### config.mk
export PLATFORM = sky130hd
export DESIGN_NAME = papu_unit
export DESIGN_NICKNAME = d
export VERILOG_FILES = /design/src/common/papu_pkg.sv /design/src/design/papu_unit.sv
export VERILOG_INCLUDE_DIRS = /design/src /design/src/common
export SDC_FILE = /design/constraint.sdc
export NUM_CORES = 1
export LEC_CHECK = 0
export BUFFER_PORTS_ARGS = -buffer_cell sky130_fd_sc_hd__buf_2
export CORE_AREA = 2 2 185 205
export CTS_BUF_LIST = sky130_fd_sc_hd__clkbuf_2
export CTS_CLUSTER_SIZE = 25
export DETAILED_ROUTE_END_ITERATION = 6
export DIE_AREA = 0 0 187 207
export PLACE_DENSITY = 0.62
export SYNTH_ARGS = -nofsm -noshare
export SYNTH_HDL_FRONTEND = slang
export SYNTH_SLANG_ARGS = --single-unit
### constraint.sdc
create_clock -name core_clk -period 0.8 [get_ports core_clk]
set_input_delay 0.08 -clock core_clk [delete_from_list [all_inputs] [get_ports core_clk]]
set_output_delay 0.08 -clock core_clk [all_outputs]
set_load 0.01 [all_outputs]
### src/common/papu_params.svh
// Purpose: Constants for the packed add and pack unit
// Assumes: Opcodes are the second byte after the 0f escape
// Notes:   Fault codes are this unit's own encoding
`ifndef PAPU_PARAMS_SVH
`define PAPU_PARAMS_SVH
`define PAPU_OP_PACK_UB   8'h67
`define PAPU_OP_ADD_B     8'hfc
`define PAPU_OP_ADD_W     8'hfd
`define PAPU_OP_ADD_D     8'hfe
`define PAPU_OP_ADDS_B    8'hec
`define PAPU_OP_ADDS_W    8'hed
`define PAPU_BYTE_MAX_U   8'hff
`define PAPU_BYTE_MIN_U   8'h00
`define PAPU_BYTE_MAX_S   8'h7f
`define PAPU_BYTE_MIN_S   8'h80
`define PAPU_WORD_MAX_S   16'h7fff
`define PAPU_WORD_MIN_S   16'h8000
`define PAPU_REAL_LIMIT   32'h0000ffff
`define PAPU_OPND_LAST    32'h00000007
`define PAPU_CPL_USER     2'h3
`define PAPU_ERR_ZERO     16'h0000
`define PAPU_VEC_REAL_GP  8'h0d
`endif

### src/common/papu_pkg.sv
// Purpose: Types for the packed add and pack unit
// Assumes: Constants come from papu_params.svh
// Notes:   Fault kinds are ordered by priority, highest first, except PAPU_FAULT_REAL_INT13, which outranks page and alignment faults
package papu_pkg;
   typedef enum logic [1:0] {
      PAPU_MODE_PROT,
      PAPU_MODE_REAL,
      PAPU_MODE_V86
   } papu_mode_t;

   typedef enum logic [3:0] {
      PAPU_FAULT_NONE,
      PAPU_FAULT_INVALID_OPCODE,
      PAPU_FAULT_DEVICE_NOT_AVAIL,
      PAPU_FAULT_FLOAT_ERROR,
      PAPU_FAULT_GENERAL_PROT,
      PAPU_FAULT_STACK,
      PAPU_FAULT_PAGE,
      PAPU_FAULT_ALIGN_CHECK,
      PAPU_FAULT_REAL_INT13
   } papu_fault_t;

   typedef struct packed {
      logic        valid;
      logic [7:0]  opcode;
      logic [63:0] dst;
      logic [63:0] reg_src;
      logic        src_is_mem;
      logic [31:0] mem_addr;
      logic        seg_is_stack;
      logic        seg_illegal;
      logic        page_miss;
      logic [63:0] mem_data;
   } papu_req_t;

   typedef struct packed {
      logic        emulation_bit;
      logic        task_switched_bit;
      logic        float_pending;
      papu_mode_t  mode;
      logic [1:0]  cpl;
      logic        align_enable;
   } papu_ctrl_t;

   typedef struct packed {
      logic        valid;
      logic        write_dst;
      logic [63:0] result;
      papu_fault_t fault;
      logic        has_err_code;
      logic [15:0] err_code;
      logic [7:0]  vector;
   } papu_resp_t;

   typedef struct packed {
      papu_resp_t resp;
   } papu_state_t;
endpackage

### src/design/papu_unit.sv
// Purpose: Packed pack and add execution unit, one result per request
// Assumes: Decoder holds ctrl stable with the request; inputs synchronous
// Notes:   Result one cycle after a valid request; flags never touched
`timescale 1ns/1ps
`include "papu_params.svh"
module papu_unit #(
   parameter int LANES_B = 8
) (
   input  wire logic                 core_clk,
   input  wire logic                 rst_b,
   input  wire papu_pkg::papu_req_t  req,
   input  wire papu_pkg::papu_ctrl_t ctrl,
   output papu_pkg::papu_resp_t      resp
);
   if (LANES_B != 8)
   begin : g_lanes_check
      $error("papu_unit serves only a 64-bit register of eight byte lanes");
   end

   papu_pkg::papu_state_t st;
   papu_pkg::papu_state_t next_st;

   logic [63:0] src;
   logic [63:0] pack_r;
   logic [63:0] add_b;
   logic [63:0] add_w;
   logic [63:0] add_d;
   logic [63:0] sat_b;
   logic [63:0] sat_w;
   logic [63:0] last_byte;
   logic        unaligned;
   logic        known_op;
   logic        issue_ok;

   // Source is a register or a 64-bit load; destination always a register
   assign src = req.src_is_mem ? req.mem_data : req.reg_src;

   // Lane carries are cut per lane so no lane sees its neighbour
   genvar g;
   generate
      for (g = 0; g < LANES_B; g++)
      begin : g_byte
         logic [8:0] s9;
         logic [7:0] a;
         logic [7:0] b;
         logic [7:0] s;
         assign a  = req.dst[8*g +: 8];
         assign b  = src[8*g +: 8];
         assign s9 = {1'b0, a} + {1'b0, b};
         assign s  = s9[7:0];
         assign add_b[8*g +: 8] = s;
         // Signed overflow only when equal signs give a different sign
         assign sat_b[8*g +: 8] = (a[7] == b[7] && s[7] != a[7])
                                  ? (a[7] ? `PAPU_BYTE_MIN_S : `PAPU_BYTE_MAX_S) : s;
      end
      for (g = 0; g < LANES_B / 2; g++)
      begin : g_word
         logic [15:0] a;
         logic [15:0] b;
         logic [15:0] s;
         logic [16:0] s17;
         assign a   = req.dst[16*g +: 16];
         assign b   = src[16*g +: 16];
         assign s17 = {1'b0, a} + {1'b0, b};
         assign s   = s17[15:0];
         assign add_w[16*g +: 16] = s;
         assign sat_w[16*g +: 16] = (a[15] == b[15] && s[15] != a[15])
                                    ? (a[15] ? `PAPU_WORD_MIN_S : `PAPU_WORD_MAX_S) : s;
         // Destination words low half, source words high half
         assign pack_r[8*g +: 8] = clamp_u8(req.dst[16*g +: 16]);
         assign pack_r[32 + 8*g +: 8] = clamp_u8(src[16*g +: 16]);
      end
      for (g = 0; g < LANES_B / 4; g++)
      begin : g_dword
         logic [32:0] s33;
         assign s33 = {1'b0, req.dst[32*g +: 32]} + {1'b0, src[32*g +: 32]};
         assign add_d[32*g +: 32] = s33[31:0];
      end
   endgenerate

   function automatic logic [7:0] clamp_u8(input logic [15:0] v);
      logic [7:0] r;
      r = v[7:0];
      if (v[15])
         r = `PAPU_BYTE_MIN_U;
      else if (v[14:8] != 7'h00)
         r = `PAPU_BYTE_MAX_U;
      return r;
   endfunction

   assign last_byte = {32'h00000000, req.mem_addr} + {32'h00000000, `PAPU_OPND_LAST};
   assign unaligned = req.mem_addr[2:0] != 3'h0;
   assign known_op  = req.opcode == `PAPU_OP_PACK_UB || req.opcode == `PAPU_OP_ADD_B
                   || req.opcode == `PAPU_OP_ADD_W || req.opcode == `PAPU_OP_ADD_D
                   || req.opcode == `PAPU_OP_ADDS_B || req.opcode == `PAPU_OP_ADDS_W;
   // Past the fault gates that do not depend on the operand location
   assign issue_ok  = req.valid && known_op && !ctrl.emulation_bit
                   && !ctrl.task_switched_bit && !ctrl.float_pending;

   always_comb
   begin
      next_st = '0;
      next_st.resp.valid = req.valid;
      next_st.resp.fault = papu_pkg::PAPU_FAULT_NONE;
      if (req.valid)
      begin
         if (ctrl.emulation_bit || !known_op)
            next_st.resp.fault = papu_pkg::PAPU_FAULT_INVALID_OPCODE;
         else if (ctrl.task_switched_bit)
            next_st.resp.fault = papu_pkg::PAPU_FAULT_DEVICE_NOT_AVAIL;
         else if (ctrl.float_pending)
            next_st.resp.fault = papu_pkg::PAPU_FAULT_FLOAT_ERROR;
         else if (req.src_is_mem && ctrl.mode == papu_pkg::PAPU_MODE_PROT)
         begin
            if (req.seg_illegal)
            begin
               next_st.resp.fault = req.seg_is_stack ? papu_pkg::PAPU_FAULT_STACK
                                                     : papu_pkg::PAPU_FAULT_GENERAL_PROT;
               next_st.resp.has_err_code = 1'b1;
               next_st.resp.err_code = `PAPU_ERR_ZERO;
            end
            else if (req.page_miss)
               next_st.resp.fault = papu_pkg::PAPU_FAULT_PAGE;
            else if (unaligned && ctrl.align_enable && ctrl.cpl == `PAPU_CPL_USER)
               next_st.resp.fault = papu_pkg::PAPU_FAULT_ALIGN_CHECK;
         end
         else if (req.src_is_mem)
         begin
            if (last_byte > {32'h00000000, `PAPU_REAL_LIMIT})
            begin
               next_st.resp.fault = papu_pkg::PAPU_FAULT_REAL_INT13;
               next_st.resp.vector = `PAPU_VEC_REAL_GP;
            end
            else if (ctrl.mode == papu_pkg::PAPU_MODE_V86 && req.page_miss)
               next_st.resp.fault = papu_pkg::PAPU_FAULT_PAGE;
            else if (ctrl.mode == papu_pkg::PAPU_MODE_V86 && unaligned && ctrl.align_enable)
               next_st.resp.fault = papu_pkg::PAPU_FAULT_ALIGN_CHECK;
         end
         if (next_st.resp.fault == papu_pkg::PAPU_FAULT_NONE)
         begin
            next_st.resp.write_dst = 1'b1;
            unique case (req.opcode)
               `PAPU_OP_PACK_UB: next_st.resp.result = pack_r;
               `PAPU_OP_ADD_B:   next_st.resp.result = add_b;
               `PAPU_OP_ADD_W:   next_st.resp.result = add_w;
               `PAPU_OP_ADD_D:   next_st.resp.result = add_d;
               `PAPU_OP_ADDS_B:  next_st.resp.result = sat_b;
               default:          next_st.resp.result = sat_w;
            endcase
         end
      end
   end

   always_ff @(posedge core_clk or negedge rst_b)
   begin
      if (!rst_b)
         st <= '0;
      else
         st <= next_st;
   end

   assign resp = st.resp;

   pack_clamp_a: assert property (@(posedge core_clk) disable iff (!rst_b)
      req.valid && req.opcode == `PAPU_OP_PACK_UB && !req.dst[15] && req.dst[15:8] != 8'h00
      && !ctrl.emulation_bit && !ctrl.task_switched_bit && !ctrl.float_pending && !req.src_is_mem
      |=> resp.result[7:0] == 8'hff)
      else $error("pack overflow not clamped to ff");

   pack_order_a: assert property (@(posedge core_clk) disable iff (!rst_b)
      resp.write_dst && $past(req.opcode) == `PAPU_OP_PACK_UB && !$past(src[63])
      && $past(src[63:56]) == 8'h00 |-> resp.result[63:56] == $past(src[55:48]))
      else $error("pack source word landed in wrong byte");

   add_byte_a: assert property (@(posedge core_clk) disable iff (!rst_b)
      resp.write_dst && $past(req.opcode) == `PAPU_OP_ADD_B
      |-> resp.result[15:8] == 8'($past(req.dst[15:8]) + $past(src[15:8])))
      else $error("byte add carried across lanes");

   add_word_a: assert property (@(posedge core_clk) disable iff (!rst_b)
      resp.write_dst && $past(req.opcode) == `PAPU_OP_ADD_W
      |-> resp.result[31:16] == 16'($past(req.dst[31:16]) + $past(src[31:16])))
      else $error("word add wrong");

   add_dword_a: assert property (@(posedge core_clk) disable iff (!rst_b)
      resp.write_dst && $past(req.opcode) == `PAPU_OP_ADD_D
      |-> resp.result[63:32] == 32'($past(req.dst[63:32]) + $past(src[63:32])))
      else $error("dword add wrong");

   sat_byte_a: assert property (@(posedge core_clk) disable iff (!rst_b)
      resp.write_dst && $past(req.opcode) == `PAPU_OP_ADDS_B
      && !$past(req.dst[7]) && !$past(src[7]) && $past(add_b[7]) |-> resp.result[7:0] == 8'h7f)
      else $error("signed byte overflow not clamped");

   sat_word_a: assert property (@(posedge core_clk) disable iff (!rst_b)
      resp.write_dst && $past(req.opcode) == `PAPU_OP_ADDS_W
      && $past(req.dst[15]) && $past(src[15]) && !$past(add_w[15]) |-> resp.result[15:0] == 16'h8000)
      else $error("signed word underflow not clamped");

   emul_fault_a: assert property (@(posedge core_clk) disable iff (!rst_b)
      req.valid && ctrl.emulation_bit |=> resp.fault == papu_pkg::PAPU_FAULT_INVALID_OPCODE && !resp.write_dst)
      else $error("emulation bit did not fault");

   float_fault_a: assert property (@(posedge core_clk) disable iff (!rst_b)
      req.valid && !ctrl.emulation_bit && !ctrl.task_switched_bit && ctrl.float_pending && known_op
      |=> resp.fault == papu_pkg::PAPU_FAULT_FLOAT_ERROR)
      else $error("pending float error ignored");

   real_limit_a: assert property (@(posedge core_clk) disable iff (!rst_b)
      req.valid && req.src_is_mem && ctrl.mode == papu_pkg::PAPU_MODE_REAL && req.mem_addr == 32'h0000fff9
      && !ctrl.emulation_bit && !ctrl.task_switched_bit && !ctrl.float_pending && known_op
      |=> resp.fault == papu_pkg::PAPU_FAULT_REAL_INT13 && resp.vector == 8'h0d)
      else $error("real-mode limit not enforced");

   dev_fault_a: assert property (@(posedge core_clk) disable iff (!rst_b)
      req.valid && known_op && !ctrl.emulation_bit && ctrl.task_switched_bit
      |=> resp.fault == papu_pkg::PAPU_FAULT_DEVICE_NOT_AVAIL && !resp.write_dst)
      else $error("task-switched bit did not fault");

   fault_quiet_a: assert property (@(posedge core_clk) disable iff (!rst_b)
      resp.valid && resp.fault != papu_pkg::PAPU_FAULT_NONE
      |-> !resp.write_dst && resp.result == 64'h0000000000000000)
      else $error("faulting request still wrote a result");

   src_select_a: assert property (@(posedge core_clk) disable iff (!rst_b)
      resp.write_dst && $past(req.opcode) == `PAPU_OP_ADD_D
      |-> resp.result[31:0] == 32'($past(req.dst[31:0])
          + ($past(req.src_is_mem) ? $past(req.mem_data[31:0]) : $past(req.reg_src[31:0]))))
      else $error("source operand taken from the wrong place");

   seg_fault_a: assert property (@(posedge core_clk) disable iff (!rst_b)
      issue_ok && req.src_is_mem && ctrl.mode == papu_pkg::PAPU_MODE_PROT && req.seg_illegal
      |=> resp.has_err_code && resp.err_code == `PAPU_ERR_ZERO
          && resp.fault == ($past(req.seg_is_stack) ? papu_pkg::PAPU_FAULT_STACK
                                                    : papu_pkg::PAPU_FAULT_GENERAL_PROT))
      else $error("segment fault kind or error code wrong");

   prot_page_a: assert property (@(posedge core_clk) disable iff (!rst_b)
      issue_ok && req.src_is_mem && ctrl.mode == papu_pkg::PAPU_MODE_PROT
      && !req.seg_illegal && req.page_miss
      |=> resp.fault == papu_pkg::PAPU_FAULT_PAGE)
      else $error("paging miss did not page-fault");

   user_align_a: assert property (@(posedge core_clk) disable iff (!rst_b)
      issue_ok && req.src_is_mem && ctrl.mode == papu_pkg::PAPU_MODE_PROT
      && !req.seg_illegal && !req.page_miss && req.mem_addr[2:0] != 3'h0 && ctrl.align_enable
      |=> resp.fault == ($past(ctrl.cpl) == `PAPU_CPL_USER ? papu_pkg::PAPU_FAULT_ALIGN_CHECK
                                                            : papu_pkg::PAPU_FAULT_NONE))
      else $error("alignment fault not tied to privilege 3");

   v86_page_a: assert property (@(posedge core_clk) disable iff (!rst_b)
      issue_ok && req.src_is_mem && ctrl.mode == papu_pkg::PAPU_MODE_V86
      && req.mem_addr <= `PAPU_REAL_LIMIT - `PAPU_OPND_LAST && req.page_miss
      |=> resp.fault == papu_pkg::PAPU_FAULT_PAGE)
      else $error("virtual-8086 paging miss did not page-fault");

   v86_align_a: assert property (@(posedge core_clk) disable iff (!rst_b)
      issue_ok && req.src_is_mem && ctrl.mode == papu_pkg::PAPU_MODE_V86
      && req.mem_addr <= `PAPU_REAL_LIMIT - `PAPU_OPND_LAST && !req.page_miss
      && req.mem_addr[2:0] != 3'h0 && ctrl.align_enable
      |=> resp.fault == papu_pkg::PAPU_FAULT_ALIGN_CHECK)
      else $error("virtual-8086 unaligned operand did not fault");

   real_inrange_a: assert property (@(posedge core_clk) disable iff (!rst_b)
      issue_ok && req.src_is_mem && ctrl.mode == papu_pkg::PAPU_MODE_REAL
      && req.mem_addr <= `PAPU_REAL_LIMIT - `PAPU_OPND_LAST
      |=> resp.fault == papu_pkg::PAPU_FAULT_NONE && resp.write_dst)
      else $error("real-mode operand inside limit faulted");

   pack_neg_a: assert property (@(posedge core_clk) disable iff (!rst_b)
      issue_ok && !req.src_is_mem && req.opcode == `PAPU_OP_PACK_UB
      && req.dst[63]
      |=> resp.result[31:24] == `PAPU_BYTE_MIN_U)
      else $error("negative destination word not clamped to zero");

   pack_src_a: assert property (@(posedge core_clk) disable iff (!rst_b)
      issue_ok && !req.src_is_mem && req.opcode == `PAPU_OP_PACK_UB
      && !req.reg_src[15] && req.reg_src[15:8] != 8'h00
      |=> resp.result[39:32] == `PAPU_BYTE_MAX_U)
      else $error("source word zero not packed into byte four");

   lane_alone_a: assert property (@(posedge core_clk) disable iff (!rst_b)
      resp.write_dst && $past(req.opcode) == `PAPU_OP_ADDS_W && $past(req.dst[63]) != $past(src[63])
      |-> resp.result[63:48] == 16'($past(req.dst[63:48]) + $past(src[63:48])))
      else $error("word lane result leaked from another lane");

   sat_byte_low_a: assert property (@(posedge core_clk) disable iff (!rst_b)
      resp.write_dst && $past(req.opcode) == `PAPU_OP_ADDS_B
      && $past(req.dst[63]) && $past(src[63]) && !$past(add_b[63])
      |-> resp.result[63:56] == `PAPU_BYTE_MIN_S)
      else $error("signed byte underflow not clamped");
endmodule

==> impl_metrics.yaml <==
power:
  swShare: 0.4342
  seq_power_share: 0.161
  p_switching_w: 0.009738
  power.density_mw_per_mm2: 1063
  p_int_w: 0.01269
  clockPowerShare: 0.126
  p_leak_nw: 9.645
  p_comb_frac: 0.713
  irDropWorstVdd_mv: 0.7353
die:
  num_rows: 74
  die_w_um: 187
  num_io_pins: 342
  fp.dieH_um: 207
  coreArea_mm2: 0.03676
  die_area_mm2: 0.03871
  initial_core_util: 0.2966
placement:
  dp_hpwl_um: 46110
  placed_area_mm2: 0.01719
  dpl_worst_slack_ps: -3085
  gp_congestion: 0.9909
  port_buffers: 320
  place_inst: 2767
synthesis:
  synth_top_family_by_area: "compound AO/OA/AOI/OAI gates"
  synth_top_area_share: 0.1630
  yosysUniqueCellTypes: 74
  synth_fa_ha_area_frac: 0.09549
  ys.flop_type: "dfrtp_1"
  synth-seq-cells: 71
  synth_area_leader_cell: "dfrtp_1"
  synthTopCellsByArea: "dfrtp_1 (16%), o21ai_0 (7.6%), ha_1 (7.3%), mux2_2 (6.7%), a21oi_1 (6.6%)"
  ys_seq_area_frac: 0.1630
  synth_area_mm2: 0.01090
  syn_area_per_cell_um2: 7.248
  synth-compound-area-share: 0.3114
  async_flop_share: 1.000
  synth.area.mux_share: 0.07265
  syn_inst: 1504
  yosys.area_share.xor_xnor: 0.06588
  yosys.area_share.simple: 0.2323
  synth_edf_count: 0
  yosys_warnings: 0
sta:
  timing.hold.ws_ps: -192.6
  worst_pin_slew_ps: 740.8
  final_max_slew_viol_count: 0
  min_period_ps: 2733
  fmax_ghz: 0.3658
  rsz0062_at_grt: "true"
  setup_viol: 170
  hold_viol: 17
  maxSlewHeadroom: 0.5043
  timing.final.ws_setup_ps: -1933
  fin_crit_sh: 3.417
clock_tree:
  tritoncts: "yes"
  clk_pin_slew_ps: 250
  cts_root_buf: "clkbuf_2"
  clockBufferDepth: 2
  cts_max_level: 3
  cts.sinks: 71
  cts_buffers: 9
cells_and_area:
  nets: 2738
  largest_reg_flops: 71
  fin_area_mm2: 0.02109
  syn_to_final_growth_pct: 93.45
  layoutNonFillerInstCount: 2918
  drive_above_1_share: 0.5659
  post-route-util: 0.5737
  fillers: 3351
worst_setup_path:
  slowest_delay_ps: 590
  worstSetupPathType: "primary input to flip-flop"
  start_kind: "primary input"
  cp_max_fo: 7
  crit_chain: "buf_16 > buf_12 > mux2_4 > ha_4 > a21oi_4 > o22ai_2 > nor2_2 > o21ai_2 > nor3_2 > nor3_2 > o21ai_1 > nand2b_1 > fa_2 > buf_6 > nand2_2 > nor3_2 > buf_4 > nor2_1 > buf_4 > a31oi_1"
  required_ps: 1440
  crit_top_cell: "nor3_2"
  critPathBufInv: 5
  critPathLaunch: "req[99]"
  slowest_stage: "fa_2"
  arrival_ps: 3370
  endpoint: "resp[30]"
  cp-end-kind: "flip-flop"
  cp_top_family: "adder cells"
  cp_num_cells: 20
routing:
  drt_iter0_drc: 1166
  vias: 16110
  ant_nets: 0
  drt-pass1-iter-count: 6
  routed_wirelength_um: 61210
  wl_per_cell_um: 20.98
  via_per_inst: 5.522
  drc: 0
grt:
  track_usage: 0.2988
  grt_overflow: 0
  first_global_vias: 15900
  antenna_found_initial: 2
  grt_max_degree: 36
  grt_pass1_wl_um: 90250
outcome:
  status: "finished with violations"
  violations: "hold timing, setup timing"
job:
  drv_cap: 0
worst_hold_path:
  min_path_type: "primary input to flip-flop"
==> cell type report <==
cell class	instances	area [um2]	area share
clock inverters	6	85.08	0.004034
repair buffers	990	7472	0.3543
clock buffers	10	50.05	0.002373
inverters	31	118.9	0.005636
well taps	494	618.1	0.02931
flip-flops and latches	71	1777	0.08425
multi-input cells	1313	10960	0.5197
diodes	3	7.507	0.0003560
==> metal layers <==
layer / GRT usage / up-vias / routed length [um]
li1: - / 7465 / -
met1: 0.3633 / 7691 / 24560
met2: 0.5179 / 780 / 29470
met3: 0.03473 / 176 / 3746
met4: 0.1544 / 0 / 3427
met5: 0 / - / 0
==> how the worst min path moves through the flow <==
stage                        start        to  slack (ps)  cells past startpoint
after global placement       rst_b  resp[44]         -50                      1
after global routing      req[169]  resp[34]        -210                      3
after floorplan              rst_b  resp[24]        -220                      0
after CTS                 req[170]  resp[35]        -330                      3
final                     req[169]  resp[34]        -190                      3
after detailed placement     rst_b  resp[35]         -50                      1
==> layout by cell type (no fill, tap or decap), drive strengths merged, types with 11 or more instances in the layout <==
cell and instances:
buf 954, o21ai 165, nand2 149, a21oi 144, nor2 116, dfrtp 71, mux2 65, ha 64
nor3 54, xnor2 42, nand3 41, xor2 40, dlygate4sd3 34, a31oi 33, a211oi 33, inv 31
nand4 26, and3 22, conb 21, nor4 19, o21bai 17, a221oi 17, and2 16, a21o 15
nand2b 15, o22ai 15, nor2b 14, o21a 13, or3 13, clkbuf 11, fa 11
==> through the flow <==
step / TNS, ps / power (W)
after floorplan: -177890 / 0.009869
after global placement: -189080 / 0.01536
after detailed placement: -192530 / 0.01549
after CTS: -169530 / 0.02061
after global routing: -166090 / 0.02362
final: -154380 / 0.02243
==> kinds of logic after synthesis <==
group	Yosys count
AO/OA/AOI/OAI	545
AND/OR/NAND/NOR	517
buffers and inverters	140
XOR/XNOR	82
adder cells (fa/ha/maj)	77
multiplexers	71
flip-flops	71
other	1
==> synth_stat cells (all sizes together) (26+ instances only) <==
| cell | instances |
|---|---|
| o21ai | 165 |
| nand2 | 149 |
| a21oi | 144 |
| nor2 | 116 |
| clkbuf | 74 |
| dfrtp | 71 |
| mux2 | 65 |
| ha | 64 |
| nor3 | 54 |
| xnor2 | 42 |
| nand3 | 41 |
| xor2 | 40 |
| buf | 35 |
| a211oi | 33 |
| a31oi | 33 |
| inv | 31 |
| nand4 | 26 |
==> worst min-delay path, cell delays in order <==
cell and delay [ps]:
buf_2 130, o21ai_0 220, a31oi_1 100
==> power groups by stage <==
stage | Combinational (W) | Clock (W) | Sequential, W
after CTS | 0.0141 | 0.00289 | 0.00361
after global placement | 0.0117 | 0 | 0.00367
after detailed placement | 0.0118 | 0 | 0.00367
after global routing | 0.0170 | 0.00297 | 0.00361
after floorplan | 0.00620 | 0 | 0.00367
final | 0.0160 | 0.00283 | 0.00361
==> what timing repair did <==
action	in CTS	in global routing
endpoints found under the setup margin	144	215
gates cloned	7	1
pin swaps	123	137
hold endpoints to repair	133	23
buffers inserted	63	47
hold buffers	30	5
resized for setup	312	217
No activity file was read; power rests on OpenSTA's default activity.
